[src/hdl/tsq_regs.svh]
// Purpose: Offsets, field positions, option codes and reset values of the trigger sequencer step options block.
// Assumes: Byte addresses on a 32-bit AHB-Lite bus, one register per aligned word.
// Notes:   Definitions only.
`ifndef TSQ_REGS_SVH
`define TSQ_REGS_SVH

// ----------------------------------------------------------------------------
// Register offsets
// ----------------------------------------------------------------------------
`define TSQ_OFF_CTRL    8'h00
`define TSQ_OFF_BTE     8'h04
`define TSQ_OFF_HOLD    8'h08
`define TSQ_OFF_ADJ     8'h0c
`define TSQ_OFF_LIM0    8'h10
`define TSQ_OFF_LIM5    8'h24
`define TSQ_OFF_CNT0    8'h28
`define TSQ_OFF_CNT1    8'h2c
`define TSQ_OFF_CHSEL   8'h30
`define TSQ_OFF_STATUS  8'h34

// ----------------------------------------------------------------------------
// Field positions and reset values
// ----------------------------------------------------------------------------
`define TSQ_CTRL_SWTRIG 0
`define TSQ_STAT_SDEN   5
`define TSQ_REG_RESET   16'h0000
`define TSQ_NUM_LIM     6

// ----------------------------------------------------------------------------
// Option codes
// ----------------------------------------------------------------------------
`define TSQ_OPT_SDOFF   4'h2
`define TSQ_OPT_SDON    4'h6
`define TSQ_OPT_TMR0    4'h8
`define TSQ_OPT_TMR1    4'h9
`define TSQ_OPT_SWWAIT  4'hb
`define TSQ_OPT_CH_C0   4'hc
`define TSQ_OPT_CH_C1   4'hd
`define TSQ_OPT_CH_L0   4'he
`define TSQ_OPT_BCAST   4'hf
`define TSQ_OPT_LASTLIM 3'h5

`endif

[src/hdl/tsq_pkg.sv]
// Purpose: Types shared by the trigger sequencer step options block.
// Assumes: Nothing beyond SystemVerilog packages.
// Notes:   Numbers live in tsq_regs.svh; this package holds types only.
package tsq_pkg;

    // Sequencer states, one-hot.
    typedef enum logic [4:0] {
        ST_IDLE = 5'h01,
        ST_TMR0 = 5'h02,
        ST_TMR1 = 5'h04,
        ST_SWT  = 5'h08,
        ST_DLY  = 5'h10
    } tsq_state_t;

    // Step command codes; add and copy share one code, option bit 3 picks copy.
    typedef enum logic [3:0] {
        CMD_CTRL  = 4'h1,
        CMD_LIMIT = 4'h5
    } tsq_cmd_t;

    // Index of each limit register in the limit array.
    typedef enum logic [2:0] {
        LIM_CNT0 = 3'h0,
        LIM_CNT1 = 3'h1,
        LIM_TMR0 = 3'h2,
        LIM_TMR1 = 3'h3,
        LIM_SDLY = 3'h4,
        LIM_LIT0 = 3'h5
    } tsq_lim_t;

endpackage

[src/hdl/tsq_step_options.sv]
// Purpose: Executes the option field of trigger control, limit add and limit copy steps.
// Assumes: One 100 MHz clock mclk, asynchronous active-low reset rstn, steps come from logic on mclk.
// Notes:   Registers sit on an AHB-Lite slave with zero wait states and always answer OKAY.
//
// Local design decisions: the placing of the registers and the AHB-Lite slave port.
`include "tsq_regs.svh"

module tsq_step_options (
    // Clock and reset.
    input  wire logic        mclk,
    input  wire logic        rstn,
    // AHB-Lite slave.
    input  wire logic        hsel,
    input  wire logic [31:0] haddr,
    input  wire logic [1:0]  htrans,
    input  wire logic        hwrite,
    input  wire logic [2:0]  hsize,
    input  wire logic [31:0] hwdata,
    input  wire logic        hready,
    output logic             hreadyout,
    output logic             hresp,
    output logic      [31:0] hrdata,
    // Step stream.
    input  wire logic        stepValid,
    input  wire logic [3:0]  stepCmd,
    input  wire logic [3:0]  stepOpt,
    output logic             stepReady,
    // Outputs to the peripherals.
    output logic      [15:0] trigOut,
    output logic      [15:0] chanSel
);

    // ------------------------------------------------------------------------
    // Declarations
    // ------------------------------------------------------------------------
    tsq_pkg::tsq_state_t stateReg;          // Sequencer state.
    tsq_pkg::tsq_state_t stateNext;         // Next sequencer state.
    logic [15:0] limReg [`TSQ_NUM_LIM];     // Limit and literal registers.
    logic [15:0] bteReg;                    // Broadcast trigger enable.
    logic [15:0] holdReg;                   // Hold value for copy steps.
    logic [15:0] adjReg;                    // Adjust value for add steps.
    logic [15:0] cnt0Reg;                   // Counter 0 value.
    logic [15:0] cnt1Reg;                   // Counter 1 value.
    logic        swTrigReg;                 // Software trigger bit.
    logic        swPrevReg;                 // Software trigger bit one cycle ago.
    logic        sdEnReg;                   // Step delay timer enable.
    logic        sdEnNext;                  // Step delay enable after this cycle.
    logic [15:0] waitCnt;                   // Shared timer and delay count.
    logic        waitDone;                  // Count has met the active limit.
    logic [15:0] waitLim;                   // Limit of the active wait.
    logic        stepGo;                    // A step is taken this cycle.
    logic        isCtrl;                    // Taken step is a control step.
    logic        isLim;                     // Taken step is an add or copy step.
    logic        limHit;                    // Add or copy names a real target.
    logic        swRise;                    // Software trigger rose this cycle.
    logic        waitEnd;                   // A wait state is finishing.
    logic        dpWrite;                   // A write data phase is under way.
    logic [7:0]  dpAddr;                    // Address of that write.
    logic        apValid;                   // An address phase is taken.
    logic [7:0]  apAddr;                    // Address phase word offset.
    logic [31:0] rdMux;                     // Read value for the address phase.
    logic        bcastGo;                   // A broadcast step is taken this cycle.

    // ------------------------------------------------------------------------
    // Step decode
    // ------------------------------------------------------------------------
    // A step is taken only in the idle state, so waits hold off the next one.
    assign stepReady = (stateReg == tsq_pkg::ST_IDLE);
    assign stepGo    = stepValid && stepReady;
    assign isCtrl    = stepGo && (stepCmd == tsq_pkg::CMD_CTRL);
    assign isLim     = stepGo && (stepCmd == tsq_pkg::CMD_LIMIT);
    // Add codes 0-5 and copy codes 8-13 hit a target, others do nothing.
    assign limHit    = isLim && (stepOpt[2:0] <= `TSQ_OPT_LASTLIM);
    // The history resets to the bit's idle level, so leaving reset makes no false rise.
    assign swRise    = swTrigReg && !swPrevReg;
    // Broadcast decode, shared by the trigger register and its check.
    assign bcastGo   = isCtrl && (stepOpt == `TSQ_OPT_BCAST);

    // Enable flag that the following steps will see.
    always_comb begin
        sdEnNext = sdEnReg;
        if (isCtrl && stepOpt == `TSQ_OPT_SDOFF) begin
            sdEnNext = 1'b0;
        end else if (isCtrl && stepOpt == `TSQ_OPT_SDON) begin
            sdEnNext = 1'b1;
        end
    end

    // Step delay enable register.
    always_ff @(posedge mclk or negedge rstn) begin
        if (!rstn) begin
            sdEnReg <= 1'b0;
        end else begin
            sdEnReg <= sdEnNext;
        end
    end

    // ------------------------------------------------------------------------
    // Sequencer state machine
    // ------------------------------------------------------------------------
    // Limit that the running wait is measured against.
    always_comb begin
        case (stateReg)
            tsq_pkg::ST_TMR0: waitLim = limReg[tsq_pkg::LIM_TMR0];
            tsq_pkg::ST_TMR1: waitLim = limReg[tsq_pkg::LIM_TMR1];
            default:          waitLim = limReg[tsq_pkg::LIM_SDLY];
        endcase
    end
    assign waitDone = (waitCnt == waitLim);
    assign waitEnd  = (stateReg == tsq_pkg::ST_SWT) ? swRise : waitDone;

    // Next state: waits leave when their condition holds, then the delay if it is enabled.
    always_comb begin
        stateNext = stateReg;
        case (stateReg)
            tsq_pkg::ST_IDLE: begin
                if (isCtrl && stepOpt == `TSQ_OPT_TMR0) begin
                    stateNext = tsq_pkg::ST_TMR0;
                end else if (isCtrl && stepOpt == `TSQ_OPT_TMR1) begin
                    stateNext = tsq_pkg::ST_TMR1;
                end else if (isCtrl && stepOpt == `TSQ_OPT_SWWAIT) begin
                    stateNext = tsq_pkg::ST_SWT;
                end else if (stepGo && sdEnNext) begin
                    stateNext = tsq_pkg::ST_DLY;
                end
            end
            tsq_pkg::ST_TMR0, tsq_pkg::ST_TMR1, tsq_pkg::ST_SWT: begin
                if (waitEnd) begin
                    stateNext = sdEnReg ? tsq_pkg::ST_DLY : tsq_pkg::ST_IDLE;
                end
            end
            tsq_pkg::ST_DLY: begin
                if (waitDone) begin
                    stateNext = tsq_pkg::ST_IDLE;
                end
            end
            default: stateNext = tsq_pkg::ST_IDLE;
        endcase
    end

    // State register.
    always_ff @(posedge mclk or negedge rstn) begin
        if (!rstn) begin
            stateReg <= tsq_pkg::ST_IDLE;
        end else begin
            stateReg <= stateNext;
        end
    end

    // Shared count restarts at zero whenever a new wait begins.
    always_ff @(posedge mclk or negedge rstn) begin
        if (!rstn) begin
            waitCnt <= `TSQ_REG_RESET;
        end else if (stateNext != stateReg || stateReg == tsq_pkg::ST_IDLE) begin
            waitCnt <= `TSQ_REG_RESET;
        end else if (!waitDone) begin
            waitCnt <= waitCnt + 16'h0001;
        end
    end

    // Software trigger history for edge detection.
    always_ff @(posedge mclk or negedge rstn) begin
        if (!rstn) begin
            swPrevReg <= 1'b0;
        end else begin
            swPrevReg <= swTrigReg;
        end
    end

    // ------------------------------------------------------------------------
    // Peripheral outputs
    // ------------------------------------------------------------------------
    // Channel select takes a counter or literal 0.
    always_ff @(posedge mclk or negedge rstn) begin
        if (!rstn) begin
            chanSel <= `TSQ_REG_RESET;
        end else if (isCtrl && stepOpt == `TSQ_OPT_CH_C0) begin
            chanSel <= cnt0Reg;
        end else if (isCtrl && stepOpt == `TSQ_OPT_CH_C1) begin
            chanSel <= cnt1Reg;
        end else if (isCtrl && stepOpt == `TSQ_OPT_CH_L0) begin
            chanSel <= limReg[tsq_pkg::LIM_LIT0];
        end
    end

    // Broadcast pulses every enabled trigger together for one cycle.
    always_ff @(posedge mclk or negedge rstn) begin
        if (!rstn) begin
            trigOut <= `TSQ_REG_RESET;
        end else if (bcastGo) begin
            trigOut <= bteReg;
        end else begin
            trigOut <= `TSQ_REG_RESET;
        end
    end

    // ------------------------------------------------------------------------
    // AHB-Lite slave
    // ------------------------------------------------------------------------
    // The slave never stalls and never reports an error.
    // Every access is taken as a whole word, so the size field is not looked at.
    assign hreadyout = 1'b1;
    assign hresp     = 1'b0;
    assign apValid   = hsel && hready && htrans[1];
    assign apAddr    = {haddr[7:2], 2'b00};

    // Write data phase bookkeeping.
    always_ff @(posedge mclk or negedge rstn) begin
        if (!rstn) begin
            dpWrite <= 1'b0;
            dpAddr  <= 8'h00;
        end else if (hready) begin
            dpWrite <= apValid && hwrite && (haddr[31:8] == 24'h000000);
            dpAddr  <= apAddr;
        end
    end

    // Read value; unmapped words and upper bits read zero.
    always_comb begin
        rdMux = 32'h00000000;
        case (apAddr)
            `TSQ_OFF_CTRL:   rdMux[`TSQ_CTRL_SWTRIG] = swTrigReg;
            `TSQ_OFF_BTE:    rdMux[15:0] = bteReg;
            `TSQ_OFF_HOLD:   rdMux[15:0] = holdReg;
            `TSQ_OFF_ADJ:    rdMux[15:0] = adjReg;
            `TSQ_OFF_CNT0:   rdMux[15:0] = cnt0Reg;
            `TSQ_OFF_CNT1:   rdMux[15:0] = cnt1Reg;
            `TSQ_OFF_CHSEL:  rdMux[15:0] = chanSel;
            `TSQ_OFF_STATUS: rdMux[5:0]  = {sdEnReg, stateReg};
            default: begin
                if (apAddr >= `TSQ_OFF_LIM0 && apAddr <= `TSQ_OFF_LIM5) begin
                    rdMux[15:0] = limReg[apAddr[4:2] - 3'h4];
                end
            end
        endcase
        if (haddr[31:8] != 24'h000000) begin
            rdMux = 32'h00000000;
        end
    end

    // Read data is latched at the address phase and stands in the data phase.
    always_ff @(posedge mclk or negedge rstn) begin
        if (!rstn) begin
            hrdata <= 32'h00000000;
        end else if (apValid && !hwrite) begin
            hrdata <= rdMux;
        end
    end

    // Plain software registers.
    always_ff @(posedge mclk or negedge rstn) begin
        if (!rstn) begin
            swTrigReg <= 1'b0;
            bteReg    <= `TSQ_REG_RESET;
            holdReg   <= `TSQ_REG_RESET;
            adjReg    <= `TSQ_REG_RESET;
            cnt0Reg   <= `TSQ_REG_RESET;
            cnt1Reg   <= `TSQ_REG_RESET;
        end else if (dpWrite) begin
            case (dpAddr)
                `TSQ_OFF_CTRL: swTrigReg <= hwdata[`TSQ_CTRL_SWTRIG];
                `TSQ_OFF_BTE:  bteReg    <= hwdata[15:0];
                `TSQ_OFF_HOLD: holdReg   <= hwdata[15:0];
                `TSQ_OFF_ADJ:  adjReg    <= hwdata[15:0];
                `TSQ_OFF_CNT0: cnt0Reg   <= hwdata[15:0];
                `TSQ_OFF_CNT1: cnt1Reg   <= hwdata[15:0];
                default: ;
            endcase
        end
    end

    // ------------------------------------------------------------------------
    // Limit and literal registers
    // ------------------------------------------------------------------------
    // Each entry takes an add or copy step in one cycle; a step beats a bus write.
    // Software that writes a limit while steps run may see its write lost to a step.
    for (genvar i = 0; i < `TSQ_NUM_LIM; i++) begin : g_lim
        always_ff @(posedge mclk or negedge rstn) begin
            if (!rstn) begin
                limReg[i] <= `TSQ_REG_RESET;
            end else if (limHit && stepOpt[2:0] == 3'(i) && !stepOpt[3]) begin
                limReg[i] <= limReg[i] + adjReg;
            end else if (limHit && stepOpt[2:0] == 3'(i) && stepOpt[3]) begin
                limReg[i] <= holdReg;
            end else if (dpWrite && dpAddr == 8'(`TSQ_OFF_LIM0 + 4 * i)) begin
                limReg[i] <= hwdata[15:0];
            end
        end
    end
endmodule

[config.mk]
export PLATFORM = sky130hd
export DESIGN_NAME = tsq_step_options
export DESIGN_NICKNAME = d
export VERILOG_FILES = /design/src/hdl/tsq_pkg.sv /design/src/hdl/tsq_step_options.sv
export VERILOG_INCLUDE_DIRS = /design/src /design/src/hdl
export SDC_FILE = /design/constraint.sdc
export NUM_CORES = 1
export LEC_CHECK = 0
export BUFFER_PORTS_ARGS = -buffer_cell sky130_fd_sc_hd__buf_4
export CAP_MARGIN = 5
export CELL_PAD_IN_SITES_DETAIL_PLACEMENT = 2
export CELL_PAD_IN_SITES_GLOBAL_PLACEMENT = 2
export CORE_ASPECT_RATIO = 1.75
export CORE_MARGIN = 5
export CORE_UTILIZATION = 39
export DETAILED_ROUTE_END_ITERATION = 7
export PLACE_DENSITY_LB_ADDON = 0.12
export SLEW_MARGIN = 10
export SYNTH_ARGS = -nofsm -noshare
export SYNTH_HDL_FRONTEND = slang
export SYNTH_SLANG_ARGS = --single-unit
[constraint.sdc]
create_clock -name mclk -period 3 [get_ports mclk]
set_input_delay 0.45 -clock mclk [delete_from_list [all_inputs] [get_ports mclk]]
set_output_delay 0.45 -clock mclk [all_outputs]
set_load 0.02 [all_outputs]
==> results.toml, run 1 <==
[grt]
grt_overflow = 0
antenna_found_initial = 1
grt_start_max_net_pins = 69
grt_usage_pct = 32.76
grt_pass1_wl_um = 124900
first_global_vias = 19940

[floorplan]
core-area_um2 = 45230
num_rows = 103
die_area_um2 = 50240
die_x_um = 171.6
start_util_pct = 39.40
io_pins = 150
die_h_um = 292.8

[detailed_routing]
drt_iter0_markers = 1132
drc_errors = 0
detail-route-antenna-nets = 0
routed_wirelength_um = 85020
num_vias = 17530
first_pass_iters = 7
wl_per_cell_um = 30.87
viasPerCell = 6.365

[setup_path]
end_kind = "flop"
required_ns = 3.50
rr_endpoint = "waitCnt[10]$_DFFE_PN0P_"
worst_setup_path_start_kind = "flop"
r2r_cells = 15
endpoint = "waitCnt[10]$_DFFE_PN0P_"
r2r_setup_slack_ns = -0.12
worstSetupPathType = "flop to flop"
crit_fanout = 5
startpoint = "stateReg[4]$_DFF_PN0_"
arrival_ns = 3.62
r2r_start = "stateReg[4]$_DFF_PN0_"

[timing]
finalWorstSetupSlack_ns = -0.1205
slew_violations = 0
max_slew.worst_pin.slew_ns = 0.8248
fin_worst_skew_ns = 0.01511
relSlewSlack_pct = 44.88
rsz0062_at_grt = "true"
min_period_ns = 3.120
fmaxAchievable_ghz = 0.3205
period_share_pct = 104.0
hold_viol = 0
finalSetupViolations = 21

[logic_synthesis]
synth_edf_count = 0
syn-cell-area_um2 = 17820
synthCells = 1931
synth_flop_cell = "dfrtp_1"
synthArstFlopShare_pct = 100.0
synth_warnings = 0
postSynthAreaPerCell_um2 = 9.229
synth_seq_cells = 255
ys_types = 78
yosysSeqAreaShare_pct = 35.81

[finish]
antenna_cells = 0
area_delta_synth_final_pct = 25.59
fin_cells = 2754
fin_area_um2 = 22380
final_layout_size_suffix_gt1_share_pct = 29.86
fin_nets = 2335

[clock_tree]
cts_tree = "done"
clock-sinks = 255
clk_pin_slew_worst_paths_ns = 0.07
cts-htree-levels = 1
clkLatencyLatePin_ns = 0.58
cts_buffer_depth = 3
cts-root-buf = "clkbuf_16"
cts_buffers = 28

[place]
place_ws_ns = -0.2854
gp_congestion = 0.9324
dpl_cell_area_um2 = 20260
dp_cells = 2675
io_buffer_count = 109
dpl.hpwl_um = 62240

[status]
failed_checks = "setup timing"
run_status = "finished, violations left"

[job]
max_cap_violations = 0

[power_and_ir_drop]
ir_worst_vdd_mv = 0.4729
p_leak_nw = 10.09
p_per_area_nw_per_um2 = 503.7

[min_path]
min_path_type = "primary input to flop"
## layout by cell type, fill, tap and decap left out, types with 14 or more instances in the layout
cell,count
or3_1,18
and2_1,22
o211ai_1,34
ha_1,87
xor2_1,39
inv_1,31
nor2_1,131
a21oi_1,134
and3_1,36
xnor2_1,56
a31oi_1,17
a22oi_1,36
buf_6,16
mux2_2,121
a222oi_1,15
mux4_2,15
buf_4,277
clkbuf_16,29
nor3_1,34
o22ai_1,22
nor2b_1,15
o21ai_0,164
nor2_2,16
o21bai_1,15
nand2b_1,16
nand4_1,14
nand3_1,28
nand2_1,153
mux2i_1,31
a21o_1,18
dfrtp_1,252
conb_1,18
## per-layer routing
metal  global-route usage (%)  vias up  part of all wire, %
met3                    2.998      266                  4.1
met1                    35.38     9107                   36
li1                         -     7517                    -
met2                    61.56      639                   54
met4                    17.75        0                  6.4
met5                        0        -                    0
## registers in the layout, indices dropped and copies added, names as in the netlist, 5 cells and up
signal / cells
bteReg: 16
dpAddr: 6
limReg: 96
cnt0Reg: 16
chanSel: 16
adjReg: 16
waitCnt: 16
trigOut: 16
stateReg: 5
hrdata: 16
cnt1Reg: 16
holdReg: 16
## cell type report
| type | count | area, µm² |
|---|---|---|
| flip-flops and latches | 255 | 6385 |
| fillers | 4725 | 22850 |
| clock buffers | 41 | 830.8 |
| multi-input cells | 1523 | 11480 |
| clock inverters | 11 | 182.7 |
| inverters | 34 | 127.6 |
| repair buffers | 313 | 2650 |
| well taps | 577 | 721.9 |
## report_power, final
group	switching, mW	internal (mW)	total [mW]
clock network	1.59	2.34	3.93
registers	0.460	3.76	4.21
logic	1.76	1.37	3.13
total	3.81	7.47	11.3
## repair_timing
item,4_1_cts,5_1_grt
cloned,2,0
resized for setup,89,87
buffers inserted,12,15
endpoints found under the setup margin,41,59
endpoints found under the hold margin,45,0
pin swaps,24,32
hold buffers,1,0
## worst max-delay path, stage by stage (launching register included)
cell and delay [ns]:
dfrtp_1 0.44, buf_6 0.15, nor3_4 0.20, a32oi_4 0.12
buf_12 0.19, buf_12 0.14, a221oi_4 0.30, buf_6 0.17
xnor2_4 0.13, nor4_4 0.07, nand4_1 0.16, buf_4 0.16
buf_6 0.11, nand2_8 0.07, or4_4 0.50, a21oi_2 0.12
## per-stage QoR
step           TNS [ns]  util [%]  hold slack [ns]  power, mW
6_report         -1.516     49.48           0.1456      11.27
5_1_grt          -4.314     49.48           0.1362      11.70
4_1_cts         -0.7720     48.37           0.1236      11.10
3_5_place_dp     -6.426     44.78           0.3984      6.984
3_3_place_gp     -4.471     44.78           0.3975      6.819
2_1_floorplan         0         -           0.1544      5.749
## synthesized netlist by cell type (16+ instances only)
cell type  number  share of area [%]
dfrtp_1       254                 36
o21ai_0       175                4.9
nand2_1       159                3.3
a21oi_1       143                4.0
nor2_1        143                3.0
mux2_2        121                7.6
clkbuf_1       96                2.0
ha_1           91                6.4
xnor2_1        66                3.2
xor2_1         42                2.1
and3_1         38                1.3
nor3_1         37                1.0
a22oi_1        36                1.5
nand3_1        34               0.95
o211ai_1       34                1.4
inv_1          33               0.70
mux2i_1        33                1.9
and2_1         22               0.77
o22ai_1        22               0.77
buf_4          20               0.84
nor2b_1        20               0.70
a21o_1         18               0.76
a31oi_1        18               0.63
or3_1          18               0.63
nand2b_1       17               0.60
o21bai_1       16               0.67
## worst min path at each step
stage | end | slack [ns] | from | depth (start not counted)
4_1_cts | dpAddr[7]$_DFFE_PN0P_ | 0.12 | haddr[7] | 2
6_report | dpAddr[7]$_DFFE_PN0P_ | 0.15 | haddr[7] | 2
3_5_place_dp | cnt0Reg[2]$_DFFE_PN0P_ | 0.40 | rstn | 1
5_1_grt | dpAddr[7]$_DFFE_PN0P_ | 0.14 | haddr[7] | 2
3_3_place_gp | cnt0Reg[3]$_DFFE_PN0P_ | 0.40 | rstn | 1
2_1_floorplan | adjReg[0]$_DFFE_PN0P_ | 0.15 | rstn | 0
## logic make-up (layout without fill, tap and decap cells)
logic type | after synthesis | count (layout) | synth area share [%]
buffers and inverters | 169 | 399 | 4.318
other | 2 | 18 | 0.04214
flip-flops | 255 | 255 | 35.81
XOR/XNOR | 108 | 108 | 5.308
multiplexers | 169 | 169 | 11.40
AO/OA/AOI/OAI | 580 | 580 | 20.95
AND/OR/NAND/NOR | 551 | 551 | 15.11
adder cells (fa/ha/maj) | 97 | 97 | 7.063
No activity file was read; power rests on OpenSTA's default activity.
==> run 2: changes to the inputs <==
Settings changed: CELL_PAD_IN_SITES_DETAIL_PLACEMENT 2 to default, CELL_PAD_IN_SITES_GLOBAL_PLACEMENT 2 to default, CORE_UTILIZATION 39 to 40, RECOVER_POWER from default to 100.
Clock period 3 ns to 2.6 ns, I/O delays scaled along.
==> run 2 against run 1 <==
  * Clock power is 5% higher
  * Register-to-register slack lost 0.36 ns
  * Final area up 7.1%
  * Critical path depth down 2
  * First-iteration DRC count up 39%
  * Highest routed layer unchanged
  * Largest power group unchanged
  * Die area is 2.4% lower
  * The flow still finishes with violations (setup timing)
  * Power up 13%
  * Clock skew increased by 0.0063 ns
  * Core utilization is 4.8 points higher
  * Combinational power grew 23%
  * Hold slack lost 0.057 ns
  * Via count rose by 0.38%
==> results.toml, run 2 (synthesis results as in run 1) <==
[place]
dp_cells = 2779
dpl.hpwl_um = 55850
gp_congestion = 0.9897
io_buffer_count = 109

[finish]
layout_commonest_cell = "buf_4"
area_delta_synth_final_pct = 34.54
fin_nets = 2486
antenna_cells = 0
fin_cells = 2898
top_register = "limReg"
mostFrequentLayoutCells = "buf_4 (312), dfrtp_1 (250), nand2_1 (145), nor2_1 (130), mux2_2 (120)"
largest_reg_flops = 96
final_layout_size_suffix_gt1_share_pct = 35.34

[detailed_routing]
first_pass_iters = 6
wl_per_cell_um = 25.97
num_vias = 17600
drc_errors = 0
viasPerCell = 6.072
detail-route-antenna-nets = 0
drt_iter0_markers = 1577
routed_wirelength_um = 75250

[timing]
period_share_pct = 118.5
rsz0062_at_grt = "true"
finalWorstSetupSlack_ns = -0.4804
max_slew.worst_pin.slew_ns = 1.384
fmaxAchievable_ghz = 0.3246
relSlewSlack_pct = 7.737
min_period_ns = 3.080
hold_viol = 0
finalSetupViolations = 80
slew_violations = 0
fin_worst_skew_ns = 0.02144

[power_and_ir_drop]
switching_power_mw = 4.253
p_int_mw = 8.516
pwr-share-comb_pct = 30.2
pwr-share-seq_pct = 37.5
switching_share_pct = 33.30
p_leak_nw = 10.76
ir_worst_vdd_mv = 0.5082
fin_total_pwr_mw = 12.77
p_per_area_nw_per_um2 = 532.6
power.share.clock_pct = 32.3

[floorplan]
start_util_pct = 40.36
die_x_um = 169.6
io_pins = 150
die_area_um2 = 49040
die_h_um = 289.2
num_rows = 102
core-area_um2 = 44160

[clock_tree]
cts_buffer_depth = 3
cts_buffers = 28
cts-root-buf = "clkbuf_16"
clock-sinks = 255
clkLatencyLatePin_ns = 0.58
cts-htree-levels = 1
clk_pin_slew_worst_paths_ns = 0.06
cts_tree = "done"

[setup_path]
arrival_ns = 3.53
slowest_stage = "dfrtp_2"
required_ns = 3.05
r2r_start = "stateReg[2]$_DFF_PN0_"
path_buf_inv = 4
worstSetupPathType = "flop to flop"
startpoint = "stateReg[2]$_DFF_PN0_"
cp_slowest_stage_delay_ns = 0.46
worst_setup_path_start_kind = "flop"
path_cells = "nor3_4 > a32oi_4 > buf_12 > a221oi_2 > buf_4 > xnor2_1 > nor4_2 > nand4_1 > buf_4 > buf_2 > nand4_1 > xor2_1 > nor2_2"
crit_fanout = 10
end_kind = "flop"
critical_path.top_delay_family = "simple AND/OR/NAND/NOR gates"

[grt]
grt_pass1_wl_um = 108800
grt_overflow = 0
first_global_vias = 17520
antenna_found_initial = 0
grt_start_max_net_pins = 63
grt_usage_pct = 29.25

[job]
max_cap_violations = 0

[status]
failed_checks = "setup timing"
run_status = "finished, violations left"

[min_path]
min_from = "haddr[6]"
min_path_type = "primary input to flop"
## run 2: cell count changes in the layout (fill, tap and decap cells not counted), moves of 8 or more
cell      delta
clkbuf_1    +54
o21ai_0     -49
o21ai_1     +42
buf_6       +38
buf_4       +35
a21oi_1     -24
a21oi_2     +23
ha_4        +15
ha_1        -13
clkbuf_2    +12
nand2_4      +9
nand2_1      -8
## run 2: metal layers
| layer | vias to the layer above | global-route usage [%] | share of wire [%] |
|---|---|---|---|
| li1 | 7851 | - | - |
| met1 | 8731 | 32.55 | 36 |
| met2 | 751 | 53.83 | 52 |
| met3 | 263 | 2.444 | 4.9 |
| met4 | 0 | 17.36 | 7.7 |
| met5 | - | 0 | 0 |
## run 2: cell type report
class                   instances  area [µm²]
clock inverters                12       117.6
inverters                      34       135.1
clock buffers                  38       809.5
repair buffers                463        3741
well taps                     572       715.7
fillers                      4044       20180
flip-flops and latches        255        6387
multi-input cells            1524       12070
## run 2: power by group through the flow
stage	registers, mW	clock network [mW]	logic, mW
global route	4.82	4.33	4.13
finish	4.79	4.13	3.85
CTS	4.76	4.20	3.64
global placement	4.82	0	3.31
detailed placement	4.82	0	3.36
floorplan	4.69	0	1.95
## run 2: through the flow
stage	util [%]	hold WS (ns)	instance area [µm²]	setup slack [ns]	setup TNS, ns
2_1_floorplan	-	0.09441	17890	0.07034	0
3_3_place_gp	47.88	0.3433	21140	-0.7097	-24.58
3_5_place_dp	47.88	0.3456	21140	-0.6422	-26.02
4_1_cts	52.33	0.06422	23110	-0.3326	-7.095
5_1_grt	54.30	0.08676	23980	-0.5325	-22.06
6_report	54.30	0.08842	23980	-0.4804	-14.20
## run 2: path summary, 6_finish.rpt
path	endpoint	slack, ns	cells past startpoint
setup / recovery	waitCnt[5]$_DFFE_PN0P_	-0.48	13
hold / removal	dpAddr[6]$_DFFE_PN0P_	0.09	2
setup reg to reg	waitCnt[5]$_DFFE_PN0P_	-0.48	13
hold reg to reg	swPrevReg$_DFF_PN0_	0.42	0
max in group asynchronous	bteReg[14]$_DFFE_PN0P_	0.37	3
min in group asynchronous	limReg[19]$_DFFE_PN0P_	0.68	2
## run 2: what timing repair did
| item | in CTS | in global routing |
|---|---|---|
| pin swaps | 81 | 118 |
| gates cloned | 2 | 7 |
| resized for setup | 200 | 196 |
| endpoints found under the hold margin | 41 | 0 |
| endpoints found under the setup margin | 108 | 111 |
| hold buffers | 1 | 0 |
| setup buffers | 22 | 47 |
